[src/shared/pwc_pkg.sv]
// What this block does
// - accessory key or 30 s after key removal
// - 30 s grace after ignition off
// - no window motion during engine start
// - each switch drives only its window
// - driver panel has four window switches
// - panel hold over 400 ms runs manually
// - door switch hold runs its own window
// - 60 to 400 ms press starts one-touch
// - one-touch runs to end of travel
// - only driver window has one-touch, anti-trap
// - new driver press ends one-touch travel
// - current rise before end means obstacle
// - obstacle while raising reverses to fully open
// - driver press stops reversal, clears jam
package pwc_pkg;

  localparam int unsigned NUM_WIN          = 4;
  // 100 MHz expressed in kHz
  localparam longint unsigned CLK_KHZ      = 64'h186A0;

  // times in milliseconds: 30000, 60, 400, 500
  localparam longint unsigned GRACE_MS     = 64'h7530;
  localparam longint unsigned TAP_MIN_MS   = 64'h3C;
  localparam longint unsigned MANUAL_MS    = 64'h190;
  localparam longint unsigned CRANK_SET_MS = 64'h1F4;

  // cycle counts derived from the clock rate
  localparam logic [31:0] GRACE_CYC        = 32'(GRACE_MS * CLK_KHZ);
  localparam logic [31:0] TAP_MIN_CYC      = 32'(TAP_MIN_MS * CLK_KHZ);
  localparam logic [31:0] MANUAL_CYC       = 32'(MANUAL_MS * CLK_KHZ);
  localparam logic [31:0] CRANK_SET_CYC    = 32'(CRANK_SET_MS * CLK_KHZ);

  // windows with one-touch and anti-trap; bit 0 is the driver window
  localparam logic [3:0]  ONE_TOUCH_MASK   = 4'h1;

  // press direction codes
  localparam logic [1:0]  DIR_NONE         = 2'h0;
  localparam logic [1:0]  DIR_UP           = 2'h1;
  localparam logic [1:0]  DIR_DN           = 2'h2;

  typedef enum logic [5:0] {
    ST_IDLE    = 6'h01,
    ST_MAN_UP  = 6'h02,
    ST_MAN_DN  = 6'h04,
    ST_AUTO_UP = 6'h08,
    ST_AUTO_DN = 6'h10,
    ST_REVERSE = 6'h20
  } pwc_state_t;

endpackage

[src/shared/pwc_press_if.sv]
`timescale 1ns/1ps
interface pwc_press_if;
  logic up;
  logic dn;
  logic start;
  logic tap_up;
  logic tap_dn;
  logic man_up;
  logic man_dn;

  modport sw  (output up, output dn, input start, input tap_up, input tap_dn, input man_up, input man_dn);
  modport cls (input up, input dn, output start, output tap_up, output tap_dn, output man_up, output man_dn);
endinterface

[src/hw/pwc_press.sv]
`timescale 1ns/1ps
module pwc_press #(
  parameter logic [31:0] TAP_MIN_CYC = pwc_pkg::TAP_MIN_CYC,
  parameter logic [31:0] MANUAL_CYC  = pwc_pkg::MANUAL_CYC
) (
  // clock and reset
  input wire logic   clock,
  input wire logic   reset,
  // switch and its classification
  pwc_press_if.cls   ch
);

  logic [1:0]  dir_ff;
  logic [1:0]  nxt_dir;
  logic [31:0] cnt_ff;
  logic [31:0] nxt_cnt;
  logic        start_ff;
  logic        nxt_start;
  logic [1:0]  tap_ff;
  logic [1:0]  nxt_tap;
  logic [1:0]  cur;

  always_comb begin
    // both directions at once is treated as no press
    cur       = {ch.dn & ~ch.up, ch.up & ~ch.dn};
    nxt_dir   = cur;
    nxt_start = (cur != pwc_pkg::DIR_NONE) && (cur != dir_ff);
    nxt_tap   = pwc_pkg::DIR_NONE;
    if (cur == pwc_pkg::DIR_NONE) begin
      nxt_cnt = 32'h0;
    end else if (cur != dir_ff) begin
      nxt_cnt = 32'h1;
    end else if (cnt_ff <= MANUAL_CYC) begin
      nxt_cnt = cnt_ff + 32'h1;
    end else begin
      nxt_cnt = cnt_ff;
    end
    if ((dir_ff != pwc_pkg::DIR_NONE) && (cur != dir_ff) && (cnt_ff > TAP_MIN_CYC) && (cnt_ff < MANUAL_CYC)) begin
      nxt_tap = dir_ff;
    end
  end

  always_ff @(posedge clock) begin
    if (reset) begin
      dir_ff   <= pwc_pkg::DIR_NONE;
      cnt_ff   <= 32'h0;
      start_ff <= 1'b0;
      tap_ff   <= pwc_pkg::DIR_NONE;
    end else begin
      dir_ff   <= nxt_dir;
      cnt_ff   <= nxt_cnt;
      start_ff <= nxt_start;
      tap_ff   <= nxt_tap;
    end
  end

  assign ch.start  = start_ff;
  assign ch.tap_up = tap_ff[0];
  assign ch.tap_dn = tap_ff[1];
  assign ch.man_up = (dir_ff == pwc_pkg::DIR_UP) && (cnt_ff > MANUAL_CYC);
  assign ch.man_dn = (dir_ff == pwc_pkg::DIR_DN) && (cnt_ff > MANUAL_CYC);

endmodule

[src/hw/pwc_top.sv]
`timescale 1ns/1ps
module pwc_top #(
  parameter int unsigned NUM_WIN        = pwc_pkg::NUM_WIN,
  parameter logic [31:0] GRACE_CYC      = pwc_pkg::GRACE_CYC,
  parameter logic [31:0] CRANK_SET_CYC  = pwc_pkg::CRANK_SET_CYC,
  parameter logic [31:0] TAP_MIN_CYC    = pwc_pkg::TAP_MIN_CYC,
  parameter logic [31:0] MANUAL_CYC     = pwc_pkg::MANUAL_CYC,
  parameter logic [3:0]  ONE_TOUCH_MASK = pwc_pkg::ONE_TOUCH_MASK
) (
  // clock and reset
  input  wire logic               clock,
  input  wire logic               reset,
  // key and engine state
  input  wire logic               key_acc,
  input  wire logic               ign_on,
  input  wire logic               engine_crank,
  // driver panel, one up/down pair per window
  input  wire logic [NUM_WIN-1:0] drv_up,
  input  wire logic [NUM_WIN-1:0] drv_dn,
  // single door switches, bit 0 unused
  input  wire logic [NUM_WIN-1:0] door_up,
  input  wire logic [NUM_WIN-1:0] door_dn,
  // regulator feedback
  input  wire logic [NUM_WIN-1:0] at_top,
  input  wire logic [NUM_WIN-1:0] at_bottom,
  input  wire logic [NUM_WIN-1:0] current_rise,
  // motor drive and status
  output logic      [NUM_WIN-1:0] motor_up,
  output logic      [NUM_WIN-1:0] motor_dn,
  output logic      [NUM_WIN-1:0] jam,
  output logic                    win_enabled
);

  logic [31:0] grace_ff;
  logic [31:0] nxt_grace;
  logic [31:0] crank_ff;
  logic [31:0] nxt_crank;
  logic        en_ff;
  logic        nxt_en;

  // enable window: key, grace time, engine start lockout
  always_comb begin
    nxt_grace = grace_ff;
    nxt_crank = crank_ff;
    if (key_acc || ign_on) begin
      nxt_grace = GRACE_CYC;
    end else if (grace_ff != 32'h0) begin
      nxt_grace = grace_ff - 32'h1;
    end
    if (engine_crank) begin
      nxt_crank = CRANK_SET_CYC;
    end else if (crank_ff != 32'h0) begin
      nxt_crank = crank_ff - 32'h1;
    end
    nxt_en = (key_acc || ign_on || (grace_ff != 32'h0)) && !engine_crank && (crank_ff == 32'h0);
  end

  always_ff @(posedge clock) begin
    if (reset) begin
      grace_ff <= 32'h0;
      crank_ff <= 32'h0;
      en_ff    <= 1'b0;
    end else begin
      grace_ff <= nxt_grace;
      crank_ff <= nxt_crank;
      en_ff    <= nxt_en;
    end
  end

  assign win_enabled = en_ff;

  pwc_press_if pch [NUM_WIN] ();
  pwc_press_if dch [NUM_WIN] ();

  genvar i;
  generate
    for (i = 0; i < NUM_WIN; i++) begin : g_win
      pwc_pkg::pwc_state_t state_ff;
      pwc_pkg::pwc_state_t nxt_state;
      logic                jam_ff;
      logic                nxt_jam;
      logic                mup_ff;
      logic                nxt_mup;
      logic                mdn_ff;
      logic                nxt_mdn;
      logic                pan_busy;
      logic                man_up;
      logic                man_dn;
      logic                tap_up;
      logic                tap_dn;
      logic                drv_press;
      logic                smart;
      logic                obstacle;
      logic                d_man_up;
      logic                d_man_dn;
      logic                d_tap_up;
      logic                d_tap_dn;

      assign pch[i].up = drv_up[i];
      assign pch[i].dn = drv_dn[i];

      pwc_press #(
        .TAP_MIN_CYC (TAP_MIN_CYC),
        .MANUAL_CYC  (MANUAL_CYC)
      ) u_pan (
        .clock (clock),
        .reset (reset),
        .ch    (pch[i])
      );

      if (i > 0) begin : g_door
        assign dch[i].up = door_up[i];
        assign dch[i].dn = door_dn[i];
        // door switch classified on its own
        pwc_press #(
          .TAP_MIN_CYC (TAP_MIN_CYC),
          .MANUAL_CYC  (MANUAL_CYC)
        ) u_door (
          .clock (clock),
          .reset (reset),
          .ch    (dch[i])
        );
        assign d_man_up = dch[i].man_up;
        assign d_man_dn = dch[i].man_dn;
        assign d_tap_up = dch[i].tap_up;
        assign d_tap_dn = dch[i].tap_dn;
      end else begin : g_nodoor
        // driver window has no separate door switch
        assign dch[i].up = 1'b0;
        assign dch[i].dn = 1'b0;
        assign d_man_up  = 1'b0;
        assign d_man_dn  = 1'b0;
        assign d_tap_up  = 1'b0;
        assign d_tap_dn  = 1'b0;
        // unused channel tied off so nothing in it floats
        assign dch[i].start  = 1'b0;
        assign dch[i].tap_up = 1'b0;
        assign dch[i].tap_dn = 1'b0;
        assign dch[i].man_up = 1'b0;
        assign dch[i].man_dn = 1'b0;
      end

      assign smart     = ONE_TOUCH_MASK[i];
      // panel wins when both switches of a window are used
      assign pan_busy  = drv_up[i] | drv_dn[i];
      assign man_up    = pch[i].man_up | (~pan_busy & d_man_up);
      assign man_dn    = pch[i].man_dn | (~pan_busy & d_man_dn);
      assign tap_up    = smart & (pch[i].tap_up | (~pan_busy & d_tap_up));
      assign tap_dn    = smart & (pch[i].tap_dn | (~pan_busy & d_tap_dn));
      assign drv_press = pch[i].start;
      // current rise short of the top
      assign obstacle  = smart & current_rise[i] & ~at_top[i];

      always_comb begin
        nxt_state = state_ff;
        nxt_jam   = jam_ff;
        case (state_ff)
          pwc_pkg::ST_IDLE: begin
            if (man_up && !at_top[i]) begin
              nxt_state = pwc_pkg::ST_MAN_UP;
            end else if (man_dn && !at_bottom[i]) begin
              nxt_state = pwc_pkg::ST_MAN_DN;
            end else if (tap_up && !at_top[i]) begin
              nxt_state = pwc_pkg::ST_AUTO_UP;
            end else if (tap_dn && !at_bottom[i]) begin
              nxt_state = pwc_pkg::ST_AUTO_DN;
            end
          end
          pwc_pkg::ST_MAN_UP: begin
            if (obstacle) begin
              nxt_state = pwc_pkg::ST_REVERSE;
              nxt_jam   = 1'b1;
            end else if (!man_up || at_top[i]) begin
              nxt_state = pwc_pkg::ST_IDLE;
            end
          end
          pwc_pkg::ST_MAN_DN: begin
            if (!man_dn || at_bottom[i]) begin
              nxt_state = pwc_pkg::ST_IDLE;
            end
          end
          pwc_pkg::ST_AUTO_UP: begin
            if (obstacle) begin
              nxt_state = pwc_pkg::ST_REVERSE;
              nxt_jam   = 1'b1;
            end else if (drv_press || at_top[i]) begin
              nxt_state = pwc_pkg::ST_IDLE;
            end
          end
          pwc_pkg::ST_AUTO_DN: begin
            if (drv_press || at_bottom[i]) begin
              nxt_state = pwc_pkg::ST_IDLE;
            end
          end
          pwc_pkg::ST_REVERSE: begin
            if (drv_press) begin
              nxt_state = pwc_pkg::ST_IDLE;
              nxt_jam   = 1'b0;
            end else if (at_bottom[i]) begin
              nxt_state = pwc_pkg::ST_IDLE;
            end
          end
          default: begin
            nxt_state = pwc_pkg::ST_IDLE;
          end
        endcase
        // nothing moves outside the enable window
        if (!en_ff) begin
          nxt_state = pwc_pkg::ST_IDLE;
        end
        nxt_mup = (nxt_state == pwc_pkg::ST_MAN_UP) || (nxt_state == pwc_pkg::ST_AUTO_UP);
        nxt_mdn = (nxt_state == pwc_pkg::ST_MAN_DN) || (nxt_state == pwc_pkg::ST_AUTO_DN)
                  || (nxt_state == pwc_pkg::ST_REVERSE);
      end

      // motor lines registered from the next state, so no glitch reaches a relay
      always_ff @(posedge clock) begin
        if (reset) begin
          state_ff <= pwc_pkg::ST_IDLE;
          jam_ff   <= 1'b0;
          mup_ff   <= 1'b0;
          mdn_ff   <= 1'b0;
        end else begin
          state_ff <= nxt_state;
          jam_ff   <= nxt_jam;
          mup_ff   <= nxt_mup;
          mdn_ff   <= nxt_mdn;
        end
      end

      assign motor_up[i] = mup_ff;
      assign motor_dn[i] = mdn_ff;
      assign jam[i]      = jam_ff;
    end
  endgenerate

endmodule

[config.mk]
export PLATFORM = sky130hd
export DESIGN_NAME = pwc_top
export DESIGN_NICKNAME = d
export VERILOG_FILES = /design/src/shared/pwc_pkg.sv /design/src/shared/pwc_press_if.sv /design/src/hw/pwc_press.sv /design/src/hw/pwc_top.sv
export SDC_FILE = /design/constraint.sdc
export NUM_CORES = 1
export LEC_CHECK = 0
export ABC_AREA = 0
export ABC_CLOCK_PERIOD_IN_PS = 3000
export BUFFER_PORTS_ARGS = -buffer_cell sky130_fd_sc_hd__buf_2
export CAP_MARGIN = 20
export CORE_ASPECT_RATIO = 1.1
export CORE_MARGIN = 2
export CORE_UTILIZATION = 58
export CTS_BUF_LIST = sky130_fd_sc_hd__clkbuf_4 sky130_fd_sc_hd__clkbuf_8
export DETAILED_ROUTE_END_ITERATION = 8
export PLACE_DENSITY = 0.78
export SETUP_SLACK_MARGIN = 0.2
export SLEW_MARGIN = 40
export SYNTH_ARGS = -nofsm -noshare
export SYNTH_HDL_FRONTEND = slang
export SYNTH_SLANG_ARGS = --single-unit
[constraint.sdc]
create_clock -name clock -period 3 [get_ports clock]
set_input_delay 0.3 -clock clock [delete_from_list [all_inputs] [get_ports clock]]
set_output_delay 0.3 -clock clock [all_outputs]
set_load 0.01 [all_outputs]
==> tab_implementation.tex, run 1 <==
\begin{tabular}{lr}
\hline
Metric & Value \\
\hline
\multicolumn{2}{l}{\textbf{Timing}} \\
Share of the cycle needed by the critical path after routing & 99.0\% \\
Maximum operating frequency & 337 MHz \\
Final worst setup slack & 31.1 ps \\
Max-Slew Margin vs Limit & 44.7\% \\
Count of pins over their slew limit & 0 \\
Count of endpoints failing setup in the final report & 0 \\
Worst Tran Pin Value & 826 ps \\
Final Critical Period & 2970 ps \\
Worst clock skew on the final layout & 20.3 ps \\
Final Hold Vio Count & 0 \\
RSZ-0062 raised after global routing & yes \\
\multicolumn{2}{l}{\textbf{Global routing}} \\
Global-route wire length before repair & 55,900 um \\
Vias in the first global route & 12,600 \\
Largest net degree at the start of global routing & 32 \\
Total global routing track utilization & 22.4\% \\
Total overflow reported by the global router & 0 \\
Antenna violations before repair & 1 \\
\multicolumn{2}{l}{\textbf{Cells and area}} \\
Fraction of final layout cells sized beyond drive strength 1 & 12.6\% \\
Multi-input combinational cell area & 8880 um2 \\
Fill count & 2,191 \\
Final Core Density & 67.5\% \\
Nets & 2,068 \\
Storage element area & 6850 um2 \\
Area overhead of the layout relative to synthesis & 13.8\% \\
Inserted Diodes & 0 \\
\multicolumn{2}{l}{\textbf{Setup path}} \\
Number of buffers and inverters on the critical path & 1 \\
Worst path required time & 3450 ps \\
CP delay by family, top & simple AND/OR/NAND/NOR gates \\
Maximum fanout encountered on the critical timing path & 6 \\
Startpoint kind of the worst setup timing path & register \\
Crit-path most repeated cell & or4\_1 \\
Total stage count of the critical path & 9 \\
Worst stage delay on the critical path & 480 ps \\
Cells traversed along the worst timing path & or4\_1 > or4\_1 > or4\_4 > a2111o\_1 > or2\_4 > buf\_12 > nor4\_4 > xnor2\_1 > nor2\_1 \\
Setup slack, reg-to-reg & 30 ps \\
Endpoint type of the worst setup path & register \\
Worst setup startpoint & g\_win[3].u\_pan.cnt\_ff[5] \\
Crit path DAT & 3410 ps \\
Critical Path Slowest Stage Cell & or4\_1 \\
Destination of the worst register-to-register timing path & g\_win[3].u\_pan.cnt\_ff[22] \\
Critical path capture point & g\_win[3].u\_pan.cnt\_ff[22] \\
Start of the worst register-to-register path & g\_win[3].u\_pan.cnt\_ff[5] \\
Register-to-Register Path Depth & 9 \\
Startpoint-to-endpoint class of the critical path & reg -> reg \\
\multicolumn{2}{l}{\textbf{Power}} \\
Share of power burned in registers & 50.0\% \\
Post-route total power & 9.37 mW \\
Relative contribution of combinational cells to total power & 5.1\% \\
Pint & 7.20 mW \\
Total leakage power & 6.82 nW \\
Net switching power of the design & 2.17 mW \\
Clock network power share & 44.9\% \\
Pwr dens & 512 nW/um2 \\
Net switching fraction of the power & 23.2\% \\
IR Drop Worst-Case VDD & 0.000441 V \\
\multicolumn{2}{l}{\textbf{Clock tree}} \\
Max Root-Sink Buffers & 3 \\
Insertion delay to the later sink of the worst-skew pair & 580 ps \\
Clock-pin slew of the registers on the worst-case setup and hold paths & 70 ps \\
Number of H-tree branching levels & 2 \\
CTS root buffer & clkbuf\_8 \\
Number of CTS-inserted buffers & 56 \\
Count of clock tree sinks & 342 \\
Clock tree from TritonCTS & done \\
\multicolumn{2}{l}{\textbf{Detailed routing}} \\
Routed via count & 13,300 \\
DRC Markers & 0 \\
Per-cell via count in the routed design & 5.54 \\
Post-Route WL & 33,400 um \\
First-pass iteration count of the detailed router & 5 \\
Initial detailed-routing violation count & 712 \\
Remaining number of nets flagged by the antenna check after routing & 0 \\
Routed len/inst & 13.9 um \\
\multicolumn{2}{l}{\textbf{Synth}} \\
Share of synthesized registers carrying an async set or reset & 0\% \\
Yosys Warn Count & 0 \\
Sequential share of the synthesized area & 42.6\% \\
Library cell with the highest instance count after synthesis & dfxtp\_1 \\
Distinct cell type count of the synthesized netlist & 76 \\
Area leader, netlist & dfxtp\_1 \\
Flip-flop cell with the highest count after synthesis & dfxtp\_1 \\
Most area-consuming cells after synthesis & dfxtp\_1 43\%, nor2\_1 7.8\%, xor2\_1 6.6\% \\
Post-Synthesis Cells & 1,923 \\
Synthesis-stage register bit count & 342 \\
Count of flip-flops with a built-in enable after synthesis & 0 \\
Summed instance area of the synthesized netlist & 16,100 um2 \\
Average cell area after synthesis & 8.36 um2 \\
Most instantiated cells after synthesis & 342 x dfxtp\_1, 333 x nor2\_1, 149 x nand2\_1, 122 x xor2\_1, 96 x xnor2\_1 \\
Portion of synthesized cell area occupied by the leading cell type & 42.6\% \\
\multicolumn{2}{l}{\textbf{Placement}} \\
Weighted congestion at the end of routability-driven global placement & 0.847 \\
Port Buffer Count & 37 \\
Dpl ws & 34.1 ps \\
Sum of net half-perimeters after detailed placement & 22,200 um \\
\multicolumn{2}{l}{\textbf{Floorplan}} \\
Die area & 29,100 um2 \\
Initial standard-cell utilization of the core & 59.3\% \\
Die Y & 179 um \\
Top-level I/O count & 46 \\
Core Region & 27,100 um2 \\
Std cell rows & 63 \\
Horiz. Die Dim & 163 um \\
\multicolumn{2}{l}{\textbf{Min path}} \\
Hold WC Path Type & in -> reg \\
\multicolumn{2}{l}{\textbf{Flow run}} \\
Max Cap Violations & 0 \\
\multicolumn{2}{l}{\textbf{Run status}} \\
Status & finished, final reports clean \\
\hline
\end{tabular}
[worst reg2reg max path, cell delays in order (launching register included)]
cell	delay [ps]
dfxtp_1	310
or4_1	480
or4_1	400
or4_4	430
a2111o_1	450
or2_4	310
buf_12	150
nor4_4	140
xnor2_1	140
nor2_1	50
[final cells by class]
cell class	instances	area share, %
Clock inverter	7	0.219
Tap cell	357	2.44
Clock buffer	91	6.26
Inverter	91	1.87
Sequential cell	342	37.4
Multi-Input combinational cell	1423	48.5
Timing Repair Buffer	88	3.29
[how the worst min path moves through the flow]
| stage | start | endpoint | depth (start not counted) |
|---|---|---|---|
| after global placement | g_win[1].u_pan.cnt_ff[27] | g_win[1].u_pan.cnt_ff[27] | 2 |
| final | at_bottom[1] | g_win[1].mdn_ff | 4 |
| after detailed placement | g_win[1].u_pan.cnt_ff[27] | g_win[1].u_pan.cnt_ff[27] | 2 |
| after global routing | ign_on | win_enabled | 3 |
| after CTS | at_top[2] | g_win[2].state_ff[3] | 4 |
| after floorplan | at_top[3] | g_win[3].state_ff[3] | 1 |
[power groups by stage]
| stage | Sequential [mW] | Combinational, mW | Clock (mW) |
|---|---|---|---|
| 3_5_place_dp | 4.78 | 0.465 | 0 |
| 5_1_grt | 4.69 | 0.545 | 4.51 |
| 6_report | 4.68 | 0.478 | 4.20 |
| 4_1_cts | 4.68 | 0.475 | 4.30 |
| 3_3_place_gp | 4.78 | 0.449 | 0 |
| 2_1_floorplan | 4.76 | 0.363 | 0 |
[registers in the layout (all words and copies together) (netlist names)]
| register | cells |
|---|---|
| g_win.u_pan.dir_ff | 8 |
| g_win.u_pan.tap_ff | 2 |
| win_enabled | 1 |
| g_win.mdn_ff | 4 |
| g_win.u_pan.cnt_ff | 128 |
| grace_ff | 32 |
| g_win.g_door.u_door.dir_ff | 6 |
| g_win.jam_ff | 1 |
| g_win.g_door.u_door.cnt_ff | 96 |
| g_win.state_ff | 24 |
| g_win.mup_ff | 4 |
| g_win.u_pan.ch.start | 4 |
| crank_ff | 32 |
[routing by layer]
metal / track usage, % / share of wire (%) / up-vias / wire length, um
met5: 0 / 0.036 / - / 12
met4: 7.82 / 2.1 / 2 / 707
met3: 3.91 / 3.9 / 66 / 1310
met2: 39.2 / 49 / 226 / 16400
met1: 27.7 / 45 / 6229 / 15000
li1: - / - / 6767 / -
[stage by stage]
stage          instance area, um2  instances  TNS [ps]  hold slack (ps)
3_5_place_dp                16700       2283         0              416
6_report                    18300       2399         0             64.4
5_1_grt                     18300       2399      -230             61.9
3_3_place_gp                16700       2283      -108              410
2_1_floorplan               16100       1925         0              379
4_1_cts                     18000       2387         0             23.2
[timing repair]
item	in CTS	in global routing
setup buffers	3	10
cloned	0	2
endpoints found under the hold margin	3	0
pin swaps	14	23
resized for setup	14	45
setup endpoints to repair	37	85
hold buffers	3	0
[cells by family (layout without fill, tap and decap cells)]
kind of cell | after synthesis | count (layout) | share of synthesized area, %
other | 1 | 3 | 0.0233
AOI/OAI and AO/OA | 209 | 209 | 8.21
buffers and inverters | 161 | 277 | 4.09
xor gates and xnor gates | 218 | 218 | 11.9
adders and majority gates | 33 | 33 | 2.57
and+or+nand+nor | 952 | 953 | 30.2
DFF | 342 | 342 | 42.6
muxes | 7 | 7 | 0.436
[cell usage in the layout (no fill, tap or decap), drive strengths merged, types with 9 or more instances in the layout]
master / Yosys / layout
dfxtp: 342 / 342
nor2: 333 / 333
nand2: 149 / 149
xor2: 122 / 122
xnor2: 96 / 96
clkbuf: 53 / 92
inv: 91 / 91
buf: 17 / 84
a21oi: 74 / 74
nand3: 64 / 64
nor3: 63 / 63
nor4: 50 / 50
and3: 49 / 49
o21ai: 48 / 48
or3: 47 / 48
nand4: 40 / 40
ha: 33 / 33
nor2b: 24 / 24
or4: 21 / 21
nand2b: 15 / 15
and4: 14 / 14
and4b: 13 / 13
or2: 11 / 11
a211oi: 11 / 11
o211ai: 10 / 10
nand4b: 10 / 10
and2: 10 / 10
nand3b: 9 / 9
nor3b: 9 / 9
nor4b: 9 / 9
No activity file was read; power rests on OpenSTA's default activity.
==> run 2: changes to the inputs <==
Settings changed: CORE_UTILIZATION 58 to 59, PLACE_DENSITY 0.78 to 0.79, SYNTH_HIERARCHICAL from default to 1.
==> tab_implementation.tex, run 2 <==
\begin{tabular}{lr}
\hline
Metric & Value \\
\hline
\multicolumn{2}{l}{\textbf{Detailed routing}} \\
Remaining number of nets flagged by the antenna check after routing & 0 \\
Per-cell via count in the routed design & 6.07 \\
First-pass iteration count of the detailed router & 6 \\
Post-Route WL & 44,800 um \\
DRC Markers & 0 \\
Routed via count & 17,700 \\
Initial detailed-routing violation count & 1,255 \\
Routed len/inst & 15.4 um \\
\multicolumn{2}{l}{\textbf{Floorplan}} \\
Core Region & 32,400 um2 \\
Top-level I/O count & 46 \\
Horiz. Die Dim & 177 um \\
Initial standard-cell utilization of the core & 59.9\% \\
Std cell rows & 69 \\
Die Y & 194 um \\
Die area & 34,400 um2 \\
\multicolumn{2}{l}{\textbf{Cells and area}} \\
Fill count & 2,675 \\
Storage element area & 6860 um2 \\
Inserted Diodes & 0 \\
Commonest non-fill, non-tap cells in the layout & 336 x dfxtp\_1, 279 x nand2\_1, 165 x nand2b\_1 \\
Most common library cell in the layout ignoring fill and taps & dfxtp\_1 \\
Fraction of final layout cells sized beyond drive strength 1 & 13.3\% \\
Multi-input combinational cell area & 11,900 um2 \\
Register with the highest flop count & g\_win.u\_pan/cnt\_ff \\
Final Core Density & 67.0\% \\
Largest registers in the final layout & g\_win.u\_pan/cnt\_ff (128), g\_win.g\_door.u\_door/cnt\_ff (96) \\
Nets & 2,503 \\
Area overhead of the layout relative to synthesis & 11.8\% \\
Number of flip-flops in the largest register & 128 \\
\multicolumn{2}{l}{\textbf{Setup path}} \\
Startpoint kind of the worst setup timing path & register \\
Cells traversed along the worst timing path & or3\_4 > or4\_4 > o211ai\_1 > nand2\_2 > nor3b\_2 > or3b\_4 > a21oi\_4 > or3\_4 > nand4\_1 > a211o\_1 \\
Number of buffers and inverters on the critical path & 0 \\
Maximum fanout encountered on the critical timing path & 3 \\
Critical Path Slowest Stage Cell & or4\_4 \\
Worst stage delay on the critical path & 480 ps \\
Crit-path most repeated cell & or3\_4 \\
Worst path required time & 3480 ps \\
Crit path DAT & 3420 ps \\
Endpoint type of the worst setup path & register \\
CP delay by family, top & simple AND/OR/NAND/NOR gates \\
Startpoint-to-endpoint class of the critical path & reg -> reg \\
\multicolumn{2}{l}{\textbf{Global routing}} \\
Total overflow reported by the global router & 0 \\
Global-route wire length before repair & 75,300 um \\
Total global routing track utilization & 25.3\% \\
Vias in the first global route & 16,500 \\
Antenna violations before repair & 0 \\
Largest net degree at the start of global routing & 54 \\
\multicolumn{2}{l}{\textbf{Clock tree}} \\
Clock tree from TritonCTS & done \\
CTS root buffer & clkbuf\_8 \\
Count of clock tree sinks & 342 \\
Clock-pin slew of the registers on the worst-case setup and hold paths & 70 ps \\
Number of H-tree branching levels & 2 \\
Number of CTS-inserted buffers & 58 \\
Max Root-Sink Buffers & 3 \\
Insertion delay to the later sink of the worst-skew pair & 620 ps \\
\multicolumn{2}{l}{\textbf{Power}} \\
IR Drop Worst-Case VDD & 0.000339 V \\
Net switching power of the design & 2.42 mW \\
Pwr dens & 459 nW/um2 \\
Pint & 7.53 mW \\
Relative contribution of combinational cells to total power & 6.9\% \\
Clock network power share & 45.9\% \\
Share of power burned in registers & 47.2\% \\
Net switching fraction of the power & 24.3\% \\
Total leakage power & 7.65 nW \\
\multicolumn{2}{l}{\textbf{Timing}} \\
Worst slack on hold paths & 65.7 ps \\
Maximum operating frequency & 341 MHz \\
Worst Tran Pin Value & 775 ps \\
Final Critical Period & 2930 ps \\
Count of endpoints failing setup in the final report & 0 \\
Worst clock skew on the final layout & 28.7 ps \\
Final Hold Vio Count & 0 \\
Count of pins over their slew limit & 0 \\
RSZ-0062 raised after global routing & yes \\
Final worst setup slack & 67.0 ps \\
Share of the cycle needed by the critical path after routing & 97.8\% \\
Sum of negative setup slack & 0 ps \\
Max-Slew Margin vs Limit & 47.8\% \\
\multicolumn{2}{l}{\textbf{Placement}} \\
Weighted congestion at the end of routability-driven global placement & 0.881 \\
Port Buffer Count & 37 \\
Sum of net half-perimeters after detailed placement & 29,700 um \\
Dpl ws & -299 ps \\
\multicolumn{2}{l}{\textbf{Synth}} \\
Post-Synthesis Cells & 2,399 \\
Yosys Warn Count & 6 \\
Average cell area after synthesis & 8.09 um2 \\
Summed instance area of the synthesized netlist & 19,400 um2 \\
\multicolumn{2}{l}{\textbf{Run status}} \\
Status & finished, final reports clean \\
\multicolumn{2}{l}{\textbf{Min path}} \\
Hold WC Path Type & in -> reg \\
\multicolumn{2}{l}{\textbf{Flow run}} \\
Max Cap Violations & 0 \\
\hline
\end{tabular}
## run 2: cell types whose count changed in the layout (fill, tap and decap cells not counted), moves of 57 or more
cell      delta
and2_1      +58
nand2b_1   +150
nand2_1    +133
xor2_1      -87
nand4_1     +57
nor2_1     -205
xnor2_1     -86
a21oi_1     +79
mux2i_1    +152
## run 2: final cells by class
| class | instances | area share, % |
|---|---|---|
| Tap cell | 426 | 2.46 |
| Inverter | 61 | 1.06 |
| Clock buffer | 90 | 5.42 |
| Sequential cell | 342 | 31.6 |
| Multi-Input combinational cell | 1852 | 54.9 |
| Clock inverter | 15 | 0.588 |
| Timing Repair Buffer | 125 | 3.95 |
## run 2: worst register-to-register path: cells and delay by family, from the launching register on
family | cells | cell delay, ps
DFF | 1 | 310
and+or+nand+nor | 7 | 1810
AOI/OAI and AO/OA | 3 | 680
## run 2: power groups by stage
stage	Sequential (mW)	Clock (mW)	Combinational [mW]
final	4.69	4.57	0.685
after global routing	4.70	4.91	0.773
after CTS	4.69	4.69	0.682
after detailed placement	4.79	0	0.670
after global placement	4.79	0	0.644
after floorplan	4.77	0	0.506
## run 2: timing repair
| item | CTS | global route |
|---|---|---|
| endpoints found under the setup margin | 12 | 20 |
| pin swaps | 22 | 18 |
| hold buffers | 4 | 0 |
| endpoints found under the hold margin | 5 | 0 |
| gates resized for setup | 32 | 14 |
| setup buffers | 11 | 4 |
## run 2: stage by stage
stage	area (um2)	std cells	power (mW)
floorplan	19500	2401	5.27
global placement	20000	2787	5.43
detailed placement	20000	2787	5.46
CTS	21600	2907	10.1
global route	21700	2911	10.4
finish	21700	2911	9.95
## run 2: worst paths after layout
path | slack [ps] | depth (start not counted) | start | endpoint
setup / recovery | 70 | 10 | g_win[3].g_door.u_door/cnt_ff[20] | g_win[3].state_ff[0]
hold / removal | 70 | 3 | engine_crank | crank_ff[6]
setup reg to reg | 70 | 10 | g_win[3].g_door.u_door/cnt_ff[20] | g_win[3].state_ff[0]
hold reg to reg | 460 | 1 | g_win[1].g_door.u_door/cnt_ff[29] | g_win[1].g_door.u_door/cnt_ff[29]
## run 2: per-layer routing
layer	up-vias	track usage (%)	wire (um)
met3	85	3.80	2320
met1	8328	32.6	19900
met5	-	0	0
met4	0	8.82	926
met2	508	42.8	21600
li1	8762	-	-
